## src/uart_front_consts.svh

```systemverilog
// offsets, field positions, reset values and counts of the uart register front end
`ifndef UART_FRONT_CONSTS_SVH
`define UART_FRONT_CONSTS_SVH

`define OFS_DATA       3'h0
`define OFS_MASK       3'h1
`define OFS_SRC        3'h2
`define OFS_FMT        3'h3
`define OFS_MODEM      3'h4
`define OFS_LINE       3'h5
`define OFS_MSTAT      3'h6
`define OFS_SCRATCH    3'h7

`define FMT_DIVISOR_BIT 7
`define FMT_STOP_BIT    2
`define FMT_PAR_BIT     3
`define MASK_RDA_BIT    0
`define MASK_THR_BIT    1
`define MASK_LSI_BIT    2
`define MASK_MS_BIT     3
`define FCTL_EN_BIT     0
`define FCTL_RXRST_BIT  1
`define FCTL_TXRST_BIT  2

`define RST_DIV_LOW    8'h01
`define RST_ZERO       8'h00

`define CODE_LSI       4'h6
`define CODE_TO        4'hc
`define CODE_RDA       4'h4
`define CODE_THR       4'h2
`define CODE_MS        4'h0
`define CODE_NONE      4'h1

`define TRIG_0         8'h01
`define TRIG_1         8'h04
`define TRIG_2         8'h08
`define TRIG_3         8'h0e

`define TO_CHARS       7'h04
`define TO_EXTRA_BITS  7'h0c
`define START_BITS     7'h01
`define MIN_WORD_BITS  7'h05

`endif

```

## src/uart_front_pkg.sv

```systemverilog
// types shared by the uart register front end
`default_nettype none
package uart_front_pkg;
  typedef struct packed {
    logic [7:0] level;
    logic       push;
    logic       overrun;
    logic [2:0] head_err;
    logic       fifo_err;
    logic       bit_tick;
  } rx_stat_t;
  typedef struct packed {
    logic hold_empty;
    logic shift_empty;
  } tx_stat_t;
  typedef struct packed {
    logic [15:0] divisor;
    logic [7:0]  line_format;
    logic [4:0]  modem_ctrl;
    logic        fifo_en;
    logic [7:0]  rx_trigger;
  } ctrl_t;
endpackage
`default_nettype wire

```

## src/irq_priority.sv

```systemverilog
// fixed-priority encoder of the five interrupt sources
`include "uart_front_consts.svh"
`default_nettype none
module irq_priority (
  input  wire logic [4:0] pend,
  output logic      [3:0] code
);
  // pend order: 4 line status, 3 timeout, 2 rx data, 1 tx ready, 0 modem
  always_comb begin
    if (pend[4]) begin
      code = `CODE_LSI;
    end else if (pend[3]) begin
      code = `CODE_TO;
    end else if (pend[2]) begin
      code = `CODE_RDA;
    end else if (pend[1]) begin
      code = `CODE_THR;
    end else if (pend[0]) begin
      code = `CODE_MS;
    end else begin
      code = `CODE_NONE;
    end
  end
endmodule
`default_nettype wire

```

## src/modem_sync.sv

```systemverilog
// two-flop synchroniser for the modem input pins
`default_nettype none
module modem_sync (
  input  wire logic       clk,
  input  wire logic       rst_n,
  input  wire logic [3:0] pin_n,
  output logic      [3:0] sync_n
);
  typedef struct packed {
    logic [3:0] s1;
    logic [3:0] s2;
  } sync_st_t;
  sync_st_t st;
  sync_st_t n;
  // pins idle high, so reset to the inactive level
  always_comb begin
    n    = st;
    n.s1 = pin_n;
    n.s2 = st.s1;
  end
  always_ff @(posedge clk or negedge rst_n) begin
    if (!rst_n) begin
      st <= '{s1: 4'hf, s2: 4'hf};
    end else begin
      st <= n;
    end
  end
  assign sync_n = st.s2;
endmodule
`default_nettype wire

```

## src/uart_register_interrupt_front.sv

```systemverilog
// register decode, interrupt masking and priority, line and modem status of one uart channel
//
// Overview of operation
// - eight offsets decode the channel's registers
// - divisor bit swaps offsets 0,1 to divisor
// - four mask bits, upper four read zero
// - fifo rx interrupt follows trigger level crossing
// - source code and line clear together
// - data ready set on arrival, clear empty
// - non-fifo rx interrupt while holding has data
// - all masks clear gives polled mode
// - overrun flagged, interrupts immediately when enabled
// - parity, framing, break describe holding character
// - bit 5 shows transmit holding empty
// - bit 6 shows holding and shifter empty
// - bit 7 shows any error in fifo, in fifo mode only
// - tx ready on empty, or enabling while empty
// - modem interrupts only with mask bit 3
// - status read returns highest pending source
// - status upper bits show fifo enable
// - six fixed source codes by priority
// - tx ready clears on a status read that reports it, or a holding write
// - timeout after four chars plus twelve bits
`include "uart_front_consts.svh"
`default_nettype none
module uart_register_interrupt_front (
  input  wire logic                      clk,
  input  wire logic                      rst_n,
  input  wire logic [2:0]                reg_addr,
  input  wire logic                      reg_wr,
  input  wire logic                      reg_rd,
  input  wire logic [7:0]                reg_wdata,
  output logic      [7:0]                reg_rdata,
  input  wire uart_front_pkg::rx_stat_t  rx_stat,
  input  wire logic [7:0]                rx_data,
  input  wire uart_front_pkg::tx_stat_t  tx_stat,
  input  wire logic [1:0]                trigger_scale,
  input  wire logic [3:0]                modem_in_n,
  output uart_front_pkg::ctrl_t          ctrl,
  output logic                           rx_pop,
  output logic                           tx_push,
  output logic      [7:0]                tx_data,
  output logic                           rx_fifo_reset,
  output logic                           tx_fifo_reset,
  output logic                           irq
);
  typedef struct packed {
    uart_front_pkg::ctrl_t ctl;
    logic [3:0] interrupt_mask;
    logic [7:0] scratch_pad;
    logic [1:0] trig_sel;
    logic       ovr;
    logic       lsr_ack;
    logic       thre;
    logic       tx_empty_d;
    logic       to_pend;
    logic [6:0] to_cnt;
    logic [3:0] delta;
    logic [3:0] modem_d;
    logic [7:0] rdata;
    logic       rx_pop;
    logic       tx_push;
    logic [7:0] tx_data;
    logic       rx_rst;
    logic       tx_rst;
    logic       irq;
  } front_st_t;

  front_st_t  st;
  front_st_t  n;
  logic [3:0] modem_s;
  logic [4:0] pend;
  logic [3:0] code;
  logic       dlab;
  logic       rd_data;
  logic       wr_data;
  logic       rd_src;
  logic       rd_line;
  logic       rd_mstat;
  logic       wr_mask;
  logic       thr_clr;
  logic [7:0] line_condition_status;
  logic [6:0] char_bits;
  logic [6:0] to_limit;
  logic [7:0] trig_base;

  modem_sync u_sync (
    .clk    (clk),
    .rst_n  (rst_n),
    .pin_n  (modem_in_n),
    .sync_n (modem_s)
  );

  irq_priority u_prio (
    .pend (pend),
    .code (code)
  );

  ////////////////////////////////////////////////////////////////////////
  // enabled pending sources of a given state
  function automatic logic [4:0] pend_f(input front_st_t s, input uart_front_pkg::rx_stat_t r);
    logic have;
    logic rda;
    logic lsi;
    have = r.level != 8'h00;
    rda  = s.ctl.fifo_en ? (r.level >= s.ctl.rx_trigger) : have;
    lsi  = s.ovr | ((|r.head_err) & ~s.lsr_ack);
    pend_f = {s.interrupt_mask[`MASK_LSI_BIT] & lsi,
              s.interrupt_mask[`MASK_RDA_BIT] & s.to_pend,
              s.interrupt_mask[`MASK_RDA_BIT] & rda,
              s.interrupt_mask[`MASK_THR_BIT] & s.thre,
              s.interrupt_mask[`MASK_MS_BIT] & (|s.delta)};
  endfunction

  ////////////////////////////////////////////////////////////////////////
  always_comb begin
    n          = st;
    n.rx_pop   = 1'b0;
    n.tx_push  = 1'b0;
    n.rx_rst   = 1'b0;
    n.tx_rst   = 1'b0;
    dlab       = st.ctl.line_format[`FMT_DIVISOR_BIT];
    rd_data    = reg_rd && reg_addr == `OFS_DATA && !dlab;
    wr_data    = reg_wr && reg_addr == `OFS_DATA && !dlab;
    rd_src     = reg_rd && reg_addr == `OFS_SRC;
    rd_line    = reg_rd && reg_addr == `OFS_LINE;
    rd_mstat   = reg_rd && reg_addr == `OFS_MSTAT;
    wr_mask    = reg_wr && reg_addr == `OFS_MASK && !dlab;
    pend       = pend_f(st, rx_stat);
    line_condition_status        = {st.ctl.fifo_en & rx_stat.fifo_err,
                  tx_stat.hold_empty & tx_stat.shift_empty,
                  tx_stat.hold_empty,
                  rx_stat.head_err,
                  st.ovr,
                  rx_stat.level != 8'h00};

    // modem deltas: a change in the clearing read cycle still lands
    n.modem_d  = modem_s;
    n.delta    = (rd_mstat ? 4'h0 : st.delta) | (modem_s ^ st.modem_d);

    // overrun sticky until line status read, set wins
    n.ovr      = rx_stat.overrun | (st.ovr & ~rd_line);
    // error bits of the held character interrupt once per character
    if (rd_line) begin
      n.lsr_ack = 1'b1;
    end
    if (rx_stat.push || rd_data) begin
      n.lsr_ack = 1'b0;
    end

    // transmit ready: edge of empty, or enabling while already empty
    // only a status read that reports it, or a holding write, consumes it, so a lower
    // priority read never silently drops a pending transmit ready
    thr_clr      = (rd_src && code == `CODE_THR) || wr_data;
    n.tx_empty_d = tx_stat.hold_empty;
    n.thre       = (st.thre & ~thr_clr)
                 | (tx_stat.hold_empty & ~st.tx_empty_d)
                 | (wr_mask & reg_wdata[`MASK_THR_BIT] & ~st.interrupt_mask[`MASK_THR_BIT]
                    & tx_stat.hold_empty);

    // receive timeout in bit ticks; 1.5 stop bits counted as two
    // the count parks one below to_limit, so it cannot wrap and fire twice
    char_bits = `START_BITS + `MIN_WORD_BITS + {5'h00, st.ctl.line_format[1:0]}
              + {6'h00, st.ctl.line_format[`FMT_PAR_BIT]}
              + (st.ctl.line_format[`FMT_STOP_BIT] ? 7'h02 : 7'h01);
    to_limit  = 7'(char_bits * `TO_CHARS) + `TO_EXTRA_BITS;
    if (!st.ctl.fifo_en || rx_stat.level == 8'h00 || rd_data) begin
      n.to_cnt  = 7'h00;
      n.to_pend = 1'b0;
    end else if (rx_stat.push) begin
      n.to_cnt  = 7'h00;
    end else if (rx_stat.bit_tick && !st.to_pend) begin
      if (st.to_cnt == to_limit - 7'h01) begin
        n.to_pend = 1'b1;
      end else begin
        n.to_cnt  = st.to_cnt + 7'h01;
      end
    end

    ////////////////////////////////////////////////////////////////////////
    // register writes
    if (reg_wr) begin
      unique case (reg_addr)
        `OFS_DATA: begin
          if (dlab) begin
            n.ctl.divisor[7:0] = reg_wdata;
          end else begin
            n.tx_push = 1'b1;
            n.tx_data = reg_wdata;
          end
        end
        `OFS_MASK: begin
          if (dlab) begin
            n.ctl.divisor[15:8] = reg_wdata;
          end else begin
            n.interrupt_mask = reg_wdata[3:0];
          end
        end
        `OFS_SRC: begin
          // a change of fifo mode flushes both fifos
          n.ctl.fifo_en = reg_wdata[`FCTL_EN_BIT];
          n.rx_rst      = reg_wdata[`FCTL_EN_BIT] != st.ctl.fifo_en;
          n.tx_rst      = reg_wdata[`FCTL_EN_BIT] != st.ctl.fifo_en;
          if (reg_wdata[`FCTL_EN_BIT]) begin
            n.rx_rst   = n.rx_rst | reg_wdata[`FCTL_RXRST_BIT];
            n.tx_rst   = n.tx_rst | reg_wdata[`FCTL_TXRST_BIT];
            n.trig_sel = reg_wdata[7:6];
          end
        end
        `OFS_FMT:     n.ctl.line_format = reg_wdata;
        `OFS_MODEM:   n.ctl.modem_ctrl  = reg_wdata[4:0];
        `OFS_SCRATCH: n.scratch_pad             = reg_wdata;
        default: begin
        end
      endcase
    end

    unique case (n.trig_sel)
      2'h0: trig_base = `TRIG_0;
      2'h1: trig_base = `TRIG_1;
      2'h2: trig_base = `TRIG_2;
      2'h3: trig_base = `TRIG_3;
    endcase
    // larger fifo depths scale the whole trigger table by a power of two
    n.ctl.rx_trigger = trig_base << trigger_scale;

    ////////////////////////////////////////////////////////////////////////
    // register reads, data valid the cycle after the strobe
    if (reg_rd) begin
      unique case (reg_addr)
        `OFS_DATA: begin
          n.rdata  = dlab ? st.ctl.divisor[7:0] : rx_data;
          n.rx_pop = !dlab;
        end
        `OFS_MASK:    n.rdata = dlab ? st.ctl.divisor[15:8] : {4'h0, st.interrupt_mask};
        `OFS_SRC:     n.rdata = {{2{st.ctl.fifo_en}}, 2'h0, code};
        `OFS_FMT:     n.rdata = st.ctl.line_format;
        `OFS_MODEM:   n.rdata = {3'h0, st.ctl.modem_ctrl};
        `OFS_LINE:    n.rdata = line_condition_status;
        `OFS_MSTAT:   n.rdata = {~modem_s, st.delta};
        `OFS_SCRATCH: n.rdata = st.scratch_pad;
        default: begin
        end
      endcase
    end

    // line drops in the same cycle the last source clears
    n.irq = |pend_f(n, rx_stat);
  end

  always_ff @(posedge clk or negedge rst_n) begin
    if (!rst_n) begin
      st                 <= '0;
      st.ctl.divisor     <= {`RST_ZERO, `RST_DIV_LOW};
      st.ctl.rx_trigger  <= `TRIG_0;
      st.tx_empty_d      <= 1'b1;
      st.modem_d         <= 4'hf;
    end else begin
      st <= n;
    end
  end

  assign reg_rdata     = st.rdata;
  assign ctrl          = st.ctl;
  assign rx_pop        = st.rx_pop;
  assign tx_push       = st.tx_push;
  assign tx_data       = st.tx_data;
  assign rx_fifo_reset = st.rx_rst;
  assign tx_fifo_reset = st.tx_rst;
  assign irq           = st.irq;
endmodule
`default_nettype wire
```

## config.mk

```make
export PLATFORM = sky130hd
export DESIGN_NAME = uart_register_interrupt_front
export DESIGN_NICKNAME = d
export VERILOG_FILES = /design/src/uart_front_pkg.sv /design/src/irq_priority.sv /design/src/modem_sync.sv /design/src/uart_register_interrupt_front.sv
export VERILOG_INCLUDE_DIRS = /design/src /design/src/src
export SDC_FILE = /design/constraint.sdc
export NUM_CORES = 1
export LEC_CHECK = 0
export ABC_AREA = 1
export BUFFER_PORTS_ARGS = -buffer_cell sky130_fd_sc_hd__buf_2
export CELL_PAD_IN_SITES_DETAIL_PLACEMENT = 2
export CELL_PAD_IN_SITES_GLOBAL_PLACEMENT = 2
export CORE_MARGIN = 5
export CORE_UTILIZATION = 35
export CTS_CLUSTER_DIAMETER = 80
export CTS_CLUSTER_SIZE = 30
export DETAILED_ROUTE_END_ITERATION = 8
export GPL_ROUTABILITY_DRIVEN = 0
export PLACE_DENSITY_LB_ADDON = 0.1
export SYNTH_ARGS = -nofsm -noshare
export SYNTH_HDL_FRONTEND = slang
export SYNTH_HIERARCHICAL = 1
export SYNTH_SLANG_ARGS = --single-unit
export TNS_END_PERCENT = 10
```

## constraint.sdc

```tcl
create_clock -name clk -period 6.2 [get_ports clk]
set_input_delay 0.62 -clock clk [delete_from_list [all_inputs] [get_ports clk]]
set_output_delay 0.62 -clock clk [all_outputs]
set_load 0.05 [all_outputs]
```

**After elaboration in Yosys (flattened, before gate mapping)**

Cells that the tools add are included.

- Logic and storage cells: 156
- Memories kept: 0
- Bits of input ports: 46
- Latch bits: 0
- Output and inout bits: 59
- Register bits: 101
- Bits in writable memories: 0
- Bits in read-only memories: 0

- Bitwise logic cells: 37
- Divide/modulo/power cells: 0
- Reduce and logical (&&, ||, !) cells: 34
- Shifts and indexed selects: 1
- $mul: 0
- Eq/ne operators: 14
- Order comparisons: 2
- Mux-type cells: 36
- Add/sub/neg operators: 6

Operators with widths:

| cell | count |
|---|---|
| one-hot mux 8 bit (8 select lines) | 1 |
| 2-to-1 mux 8 bit | 5 |
| one-hot mux 8 bit (4 select lines) | 1 |
| 2-to-1 mux 4 bit | 7 |
| AND 1 bit | 20 |
| 2-to-1 mux 9 bit | 2 |
| >= comparator 8 bit | 2 |
| 2-to-1 mux 14 bit | 1 |
| 2-to-1 mux 7 bit | 2 |
| == test 3 bit, second input constant | 4 |
| logical AND 1 bit | 11 |
| 2-to-1 mux 1 bit | 11 |
| 2-to-1 mux 11 bit | 1 |
| 2-to-1 mux 2 bit | 5 |
| AND reduction 3 bit | 3 |
| zero test 8 bit | 1 |
| AND reduction 2 bit | 4 |
| nonzero test 8 bit | 1 |
| OR reduction 4 bit | 2 |
| left shift 8 x 2 -> 8 bit | 1 |
| adder 7 x 1 -> 7 bit, second input constant | 1 |
| adder 7 x 4 -> 7 bit, second input constant | 1 |
| == test 7 bit | 1 |
| NOT 1 bit | 7 |
| other kinds (22) | 35 |

**Depth between registers and ports, before layout**

Gate-level depths: netlist (run 1).

- Depth in word-level cells: 16
- Depth in mapped cells: 23
- Gate-level depth less buffers: 22

**Hierarchy**

Netlist (run 1), hierarchy kept.

Modules (own cells, without submodules):

| module | seq. area each (sq um) | instances | cells an instance | area each (sq um) |
|---|---|---|---|---|
| uart_register_interrupt_front | 2311.0 | 1 | 702 | 5407.7 |
| modem_sync | 210.2 | 1 | 8 | 210.2 |
| irq_priority | 0.0 | 1 | 11 | 48.8 |

**Worst setup path before layout (run 1)**

OpenSTA, ideal clock, no wires.

- Path type: input-to-reg
- Start: input reg_addr[2]
- End: register st (netlist bit irq)
- Data required time: 6083 ps
- Stages on the path: 22
- Path buffers: 1
- Slack: 3643 ps
- Data arrival time: 2439 ps
- Setup time: 117 ps
- Cell sequence: buf_6 > inv_2 > nand3_4 > nor3_4 > nand2_1 > nand2_4 > nand2_1 > nand2_1 > nand2_2 > nor2_4 > inv_2 > ha_1 > nand2_1 > nand3b_1 > nand2_1 > nand2_1 > nand2_1 > nand3_1 > nand2_1 > nand2_1 > nand2_1 > nand2_1

RTL lines:

| what | line | text |
|---|---|---|
| from (decl) | uart_register_interrupt_front.sv:29 | `input wire logic [2:0] reg_addr,` |
| to (signal assigned) | uart_register_interrupt_front.sv:259 | `st <= n;` |
| to (decl) | uart_register_interrupt_front.sv:69 | `front_st_t st;` |

**Worst setup path after layout (run 1)**

- Start: register st (netlist bit ctrl[16])
- End: register st[34] (netlist bit)

- Longest elaborated chain between the ends: 7

Ends and longest elaborated chain:

| what | line | text |
|---|---|---|
| 2-to-1 mux 2 bit | uart_register_interrupt_front.sv:165 | `` + (st.ctl.line_format[`FMT_STOP_BIT] ? 7'h02 : 7'h01); `` |
| adder 5 x 2 -> 5 bit (no line) | n/a |  |
| adder 7 x 4 -> 7 bit (no line) | n/a |  |
| subtractor 7 x 1 -> 7 bit | uart_register_interrupt_front.sv:173 | `if (st.to_cnt == to_limit - 7'h01) begin` |
| == test 7 bit | uart_register_interrupt_front.sv:173 |  |
| inequality test 3 bit (no line) | n/a |  |
| AND reduction 2 bit (no line) | n/a |  |

No other way between the ends.
A chain may end at the register's enable or synchronous reset.

==> impl_metrics.json, run 1 <==
{
  "synth_common_cells": "nand2_1, inv_1, dfrtp_1",
  "drt_first_pass_iters": 4,
  "wl_um": 18400,
  "finalCriticalPeriod_ps": 2830,
  "grt_overflow": 0,
  "grt_busiest_layer": "met2",
  "path_max_fanout": 8,
  "setup-tns-final_ps": 0,
  "netlist.area_leader.share_pct": 37.5,
  "grt_pass1_wl_um": 29200,
  "die_w_um": 137,
  "fmax_mhz": 353,
  "synth.distinct_cells": 40,
  "yosysSeqAreaShare_pct": 44.5,
  "area_growth_pct": 11.4,
  "fin_area_um2": 6310,
  "crit_arrival_ps": 3070,
  "endpoint_kind": "register",
  "initial_utilization_pct": 35.7,
  "synth_most_common_cell": "nand2_1",
  "p_total_uw": 2200,
  "use_met3_pct": 2.81,
  "worstHoldPathType": "in -> async",
  "antenna_found_initial": 0,
  "post_drt_via_cell_ratio": 4.93,
  "synthFlopType": "dfrtp_1",
  "drive_gt1_share_pct": 21.1,
  "p_leak_uw": 0.00332,
  "place_area_um2": 6000,
  "cellPowerDensity_nw_per_um2": 349,
  "grt_max_degree": 63,
  "critPathKind": "reg -> reg",
  "ff2ff_path_depth": 15,
  "finalHoldViolCount": 0,
  "postLayoutCoreUtil_pct": 39.7,
  "coreArea_um2": 15900,
  "maxCapViolations": 0,
  "ys_async_sr_fraction_pct": 100,
  "synth_nets": 789,
  "clock-sinks": 100,
  "dieArea_um2": 18800,
  "drt_iter0_markers": 164,
  "cts_max_path_buffers": 2,
  "clk_pin_slew_worst_paths_ps": 70,
  "seq_area_um2": 2520,
  "status": "finished, final reports clean",
  "syn_area_um2": 5670,
  "startpoint_type": "register",
  "nets": 837,
  "synth_top_area_cell": "dfrtp_1",
  "postCtsSetupBuffers": 0,
  "synth_edf_count": 0,
  "synthTopCellsByArea": "dfrtp_1, nand2_1, buf_4",
  "syn_avg_cell_area_um2": 7.86,
  "clock_latency_ps": 350,
  "ctsResizeCount": 0,
  "cp.required_ps": 6440,
  "antenna_cells": 0,
  "grt_pass1_vias": 5427,
  "ios": 105,
  "use_met2_pct": 34.5,
  "cts_htree_levels": 3,
  "drc": 0,
  "multi_input_area_um2": 2310,
  "cts_tree": "yes",
  "port_buffers": 103,
  "vdd_drop_max_uv": 152,
  "dp_hpwl_um": 14500,
  "synthCells": 721,
  "finalMaxSlewViolations": 0,
  "use_met1_pct": 27.2,
  "ys.warnings.count": 6,
  "worst-r2r-setup-slack_ps": 3370,
  "rsz0062_at_grt": "false",
  "num_rows": 46,
  "finalCritPeriodShare_pct": 45.6,
  "slew_headroom_pct": 45.9,
  "setup_viol": 0,
  "synth_seq_cells": 100,
  "cts_made_buffers": 9,
  "postCtsHoldBufs": 0,
  "fillers": 1877,
  "dr_total_vias": 4874,
  "drtAntennaViolNets": 0,
  "die_y_um": 137,
  "grt_usage_pct": 20.4,
  "worst_slew_pin_slew_ps": 811,
  "wire_per_inst_um": 18.6,
  "place_ws_ps": 3210,
  "worst_slack_ps": 3370,
  "finClkSkew_ps": 9.76,
  "ctsRootBufferMaster": "clkbuf_16"
}
==> registers in the layout, summed over array words and instances (netlist names), 4 cells and up <==
name,count
tx_data,8
ctrl,37
u_sync/sync_n,4
reg_rdata,8
u_sync/n,4
st,33
==> final cells by class <==
class / instances / share of cell area (%)
Clock buffer: 10 / 3.63
Clock inverter: 5 / 1.35
Inverter: 98 / 5.83
Multi-Input combinational cell: 456 / 36.6
Sequential cell: 100 / 39.9
Tap cell: 216 / 4.28
Timing Repair Buffer: 104 / 8.33
==> routing by layer <==
metal	vias up	routed length [µm]	share of wire (%)
li1	2328	-	-
met1	2444	8320	45
met2	87	9150	50
met3	15	667	3.6
met4	0	242	1.3
met5	-	0	0
==> where the power goes <==
part | total (µW) | switching [µW] | internal, µW | leakage (µW)
registers | 845 | 86.3 | 758 | 0.00123
clock network | 615 | 261 | 354 | 0.000149
logic | 745 | 560 | 185 | 0.00195
total | 2200 | 907 | 1300 | 0.00332
==> per-stage QoR <==
| stage | hold slack [ps] | instances |
|---|---|---|
| after floorplan | 324 | 721 |
| after global placement | 348 | 974 |
| after detailed placement | 350 | 974 |
| after CTS | 264 | 989 |
| after global routing | 268 | 989 |
| final | 249 | 989 |
==> cell families after synthesis <==
family                   count (synthesis)  synth area share [%]
buffers and inverters                  165                  14.7
XOR/XNOR                                 4                 0.618
AO/OA/AOI/OAI                          114                  11.0
adder cells (fa/ha/maj)                 22                  5.12
other                                    1                0.0662
flip-flops                             100                  44.5
AND/OR/NAND/NOR                        315                  24.0
==> worst max-delay path, stage by stage (launching register included) <==
cell and delay, ps:
dfrtp_1 380, inv_1 140, fa_1 420, inv_1 80, fa_1 490, ha_1 260
inv_1 50, nand2_1 60, nand2_1 60, nand2_1 50, nand2_1 80, nand3_1 80
nand2_1 220, nand2_1 170, nand3_1 120, nand2_1 50
==> cell usage in the layout (no fill, tap or decap), drive strengths merged, types with 2 or more instances in the layout <==
master | Yosys | layout
xnor2 | 4 | 4
dfrtp | 85 | 85
inv | 98 | 99
dfstp | 15 | 15
nand4 | 11 | 11
fa | 2 | 2
o22ai | 3 | 3
buf | 59 | 104
nor3 | 11 | 11
or2 | 2 | 2
nand2 | 197 | 197
clkbuf | 8 | 10
o21ai | 81 | 81
o2bb2ai | 2 | 2
ha | 20 | 20
nand3 | 32 | 32
a21oi | 17 | 17
nor2 | 61 | 61
bufinv | 0 | 2
a31oi | 2 | 2
a211oi | 3 | 3
a22oi | 2 | 2
==> path summary, 6_finish.rpt <==
check                                  from          endpoint
worst max-delay path               ctrl[16]            st[34]
worst min-delay path                  rst_n           ctrl[5]
worst max register to register     ctrl[16]            st[34]
worst min register to register  u_sync/n[1]  u_sync/sync_n[1]
max in group asynchronous             rst_n            st[50]
min in group clk                u_sync/n[1]  u_sync/sync_n[1]
No activity file was read; power rests on OpenSTA's default activity.
==> run 2, diff against run 1 <==
- CORE_UTILIZATION: 35 -> 29
- clock period: 6.2 -> 2.4 ns (I/O delays scaled with it)
==> run 2 against run 1 <==
Net effect: the run now ends with negative setup slack left; non-clock buffer count is 42 higher; die area is 19% higher; worst setup slack worse by 3400 ps; design area is 9.3% higher; sequential cell count stayed put; combinational power grew to 3.0 times the previous value; first-iteration DRC count is 20% higher; sequential power grew to 2.6 times the previous value; critical path depth stayed put; maximum frequency is 16% higher; critical endpoint is now st[31]; largest cell class unchanged.
==> impl_metrics.json, run 2 (synthesis results as in run 1) <==
{
  "wl_um": 19900,
  "grt_usage_pct": 18.2,
  "post_drt_via_cell_ratio": 4.63,
  "area_growth_pct": 21.7,
  "cp.required_ps": 2690,
  "setup_viol": 2,
  "cts_htree_levels": 3,
  "p_total_uw": 6090,
  "endpoint_kind": "register",
  "p_sw_uw": 2530,
  "wire_per_inst_um": 18.4,
  "vdd_drop_max_uv": 521,
  "clock-sinks": 100,
  "layout_common_cells": "nand2_1, buf_2, dfrtp_1",
  "clkPwrFrac_pct": 28.0,
  "dr_total_vias": 5011,
  "holdPathStages": 1,
  "cts_max_path_buffers": 2,
  "combPwrFrac_pct": 36.2,
  "num_rows": 51,
  "rsz0062_at_grt": "true",
  "place_area_um2": 6310,
  "grt_overflow": 0,
  "cellPowerDensity_nw_per_um2": 883,
  "crit_path_top_delay_cell": "fa_1",
  "port_buffers": 103,
  "finalMaxSlewViolations": 0,
  "cts_made_buffers": 9,
  "finalHoldViolCount": 0,
  "startpoint_type": "register",
  "seq_power_share_pct": 35.7,
  "reg2reg_to": "st[31]",
  "worst-r2r-setup-slack_ps": -30,
  "fmax_mhz": 411,
  "dp_hpwl_um": 15500,
  "critPathKind": "reg -> reg",
  "crit_chain": "inv_2 -> fa_2 -> inv_2 -> fa_1 -> buf_4 -> nand2_1 -> nand2_1 -> nand3_1 -> nor2_2 -> nand3_2 -> nand2_4 -> inv_4 -> nand3_2 -> nand2_1 -> nor2_1",
  "antenna_found_initial": 1,
  "cp_common_cell": "nand2_1",
  "drt_first_pass_iters": 4,
  "crit_arrival_ps": 2720,
  "r2r_start": "ctrl[16]",
  "power.internal_uw": 3560,
  "nets": 879,
  "clock_latency_ps": 360,
  "drc": 0,
  "cp.buffers_inverters": 4,
  "p_leak_uw": 0.00355,
  "ios": 105,
  "min_to": "st[37]",
  "slowest_delay_ps": 620,
  "swShare_pct": 41.6,
  "critPathTopFamily": "adder cells",
  "drt_iter0_markers": 196,
  "path_max_fanout": 8,
  "drtAntennaViolNets": 0,
  "grt_pass1_vias": 5614,
  "min_from": "tx_stat[1]",
  "worst_slew_pin_slew_ps": 595,
  "worstHoldPathType": "in -> reg",
  "slew_headroom_pct": 60.2,
  "grt_pass1_wl_um": 31300,
  "cts_tree": "yes",
  "worst_slack_ps": -31.2,
  "layout_commonest_cell": "nand2_1",
  "violations": "negative setup slack",
  "grt_max_degree": 40,
  "finalCritPeriodShare_pct": 101,
  "ctsRootBufferMaster": "clkbuf_16",
  "die_y_um": 150,
  "status": "finished with violations",
  "ff2ff_path_depth": 15,
  "dieArea_um2": 22400,
  "maxCapViolations": 0,
  "largest_reg_flops": 37,
  "fin_area_um2": 6900,
  "drive_gt1_share_pct": 29.4,
  "finClkSkew_ps": 6.61,
  "finalCriticalPeriod_ps": 2430,
  "clk_pin_slew_worst_paths_ps": 70,
  "coreArea_um2": 19300,
  "die_w_um": 150,
  "initial_utilization_pct": 29.3
}
## run 2: changes by cell type in the layout (fill, tap and decap cells not counted), sizes merged
cell,previous run,this run
inv,99,102
clkinv,1,0
dlygate4sd3,0,5
buf,104,141
diode,0,1
clkinvlp,1,0
## run 2: worst max-delay path by stage
stage	startpoint	end	slack, ps	depth (start not counted)
2_1_floorplan	ctrl[14]	st[31]	0.3	16
3_3_place_gp	ctrl[14]	st[31]	-60	16
3_5_place_dp	ctrl[16]	st[31]	-180	19
4_1_cts	ctrl[5]	irq	-70	20
5_1_grt	ctrl[2]	irq	-240	22
6_report	ctrl[16]	st[31]	-30	15
## run 2: through the flow
step	setup WS, ps	cells	hold slack (ps)	setup TNS [ps]	utilization, %
after floorplan	0.315	721	-55.6	0	-
after global placement	-57.6	1055	228	-177	32.7
after detailed placement	-185	1055	221	-1120	32.7
after CTS	-71.8	1078	10.9	-301	35.2
after global routing	-245	1082	9.83	-1490	35.7
final	-31.2	1082	23.1	-32.9	35.7
## run 2: per-layer routing
layer	vias up	part of all wire, %	routed length, µm	track usage [%]
met5	-	0	0	0
met4	0	0.69	137	3.57
met1	2514	47	9400	24.4
met3	6	3.3	660	3.66
met2	75	49	9670	30.8
li1	2416	-	-	-
## run 2: power groups by stage
stage | clock network, µW | registers, µW | logic [µW]
floorplan | 0 | 2140 | 1670
global placement | 0 | 2190 | 2020
detailed placement | 0 | 2200 | 2090
CTS | 1750 | 2170 | 2160
global route | 1830 | 2210 | 2410
finish | 1710 | 2180 | 2200
## run 2: layout make-up
| cell class | instances | area [µm²] |
|---|---|---|
| clock buffers | 10 | 239 |
| repair buffers | 146 | 866 |
| well taps | 265 | 332 |
| diodes | 1 | 2.50 |
| fillers | 2269 | 12400 |
| clock inverters | 6 | 100 |
| flip-flops and latches | 100 | 2520 |
| inverters | 98 | 370 |
| multi-input cells | 456 | 2460 |
## run 2: repair_timing
action | in CTS | in global routing
buffers inserted | 2 | 3
resized for setup | 27 | 18
endpoints found under the setup margin | 10 | 13
pin swaps | 7 | 9
hold endpoints to repair | 30 | 0
hold buffers | 5 | 0
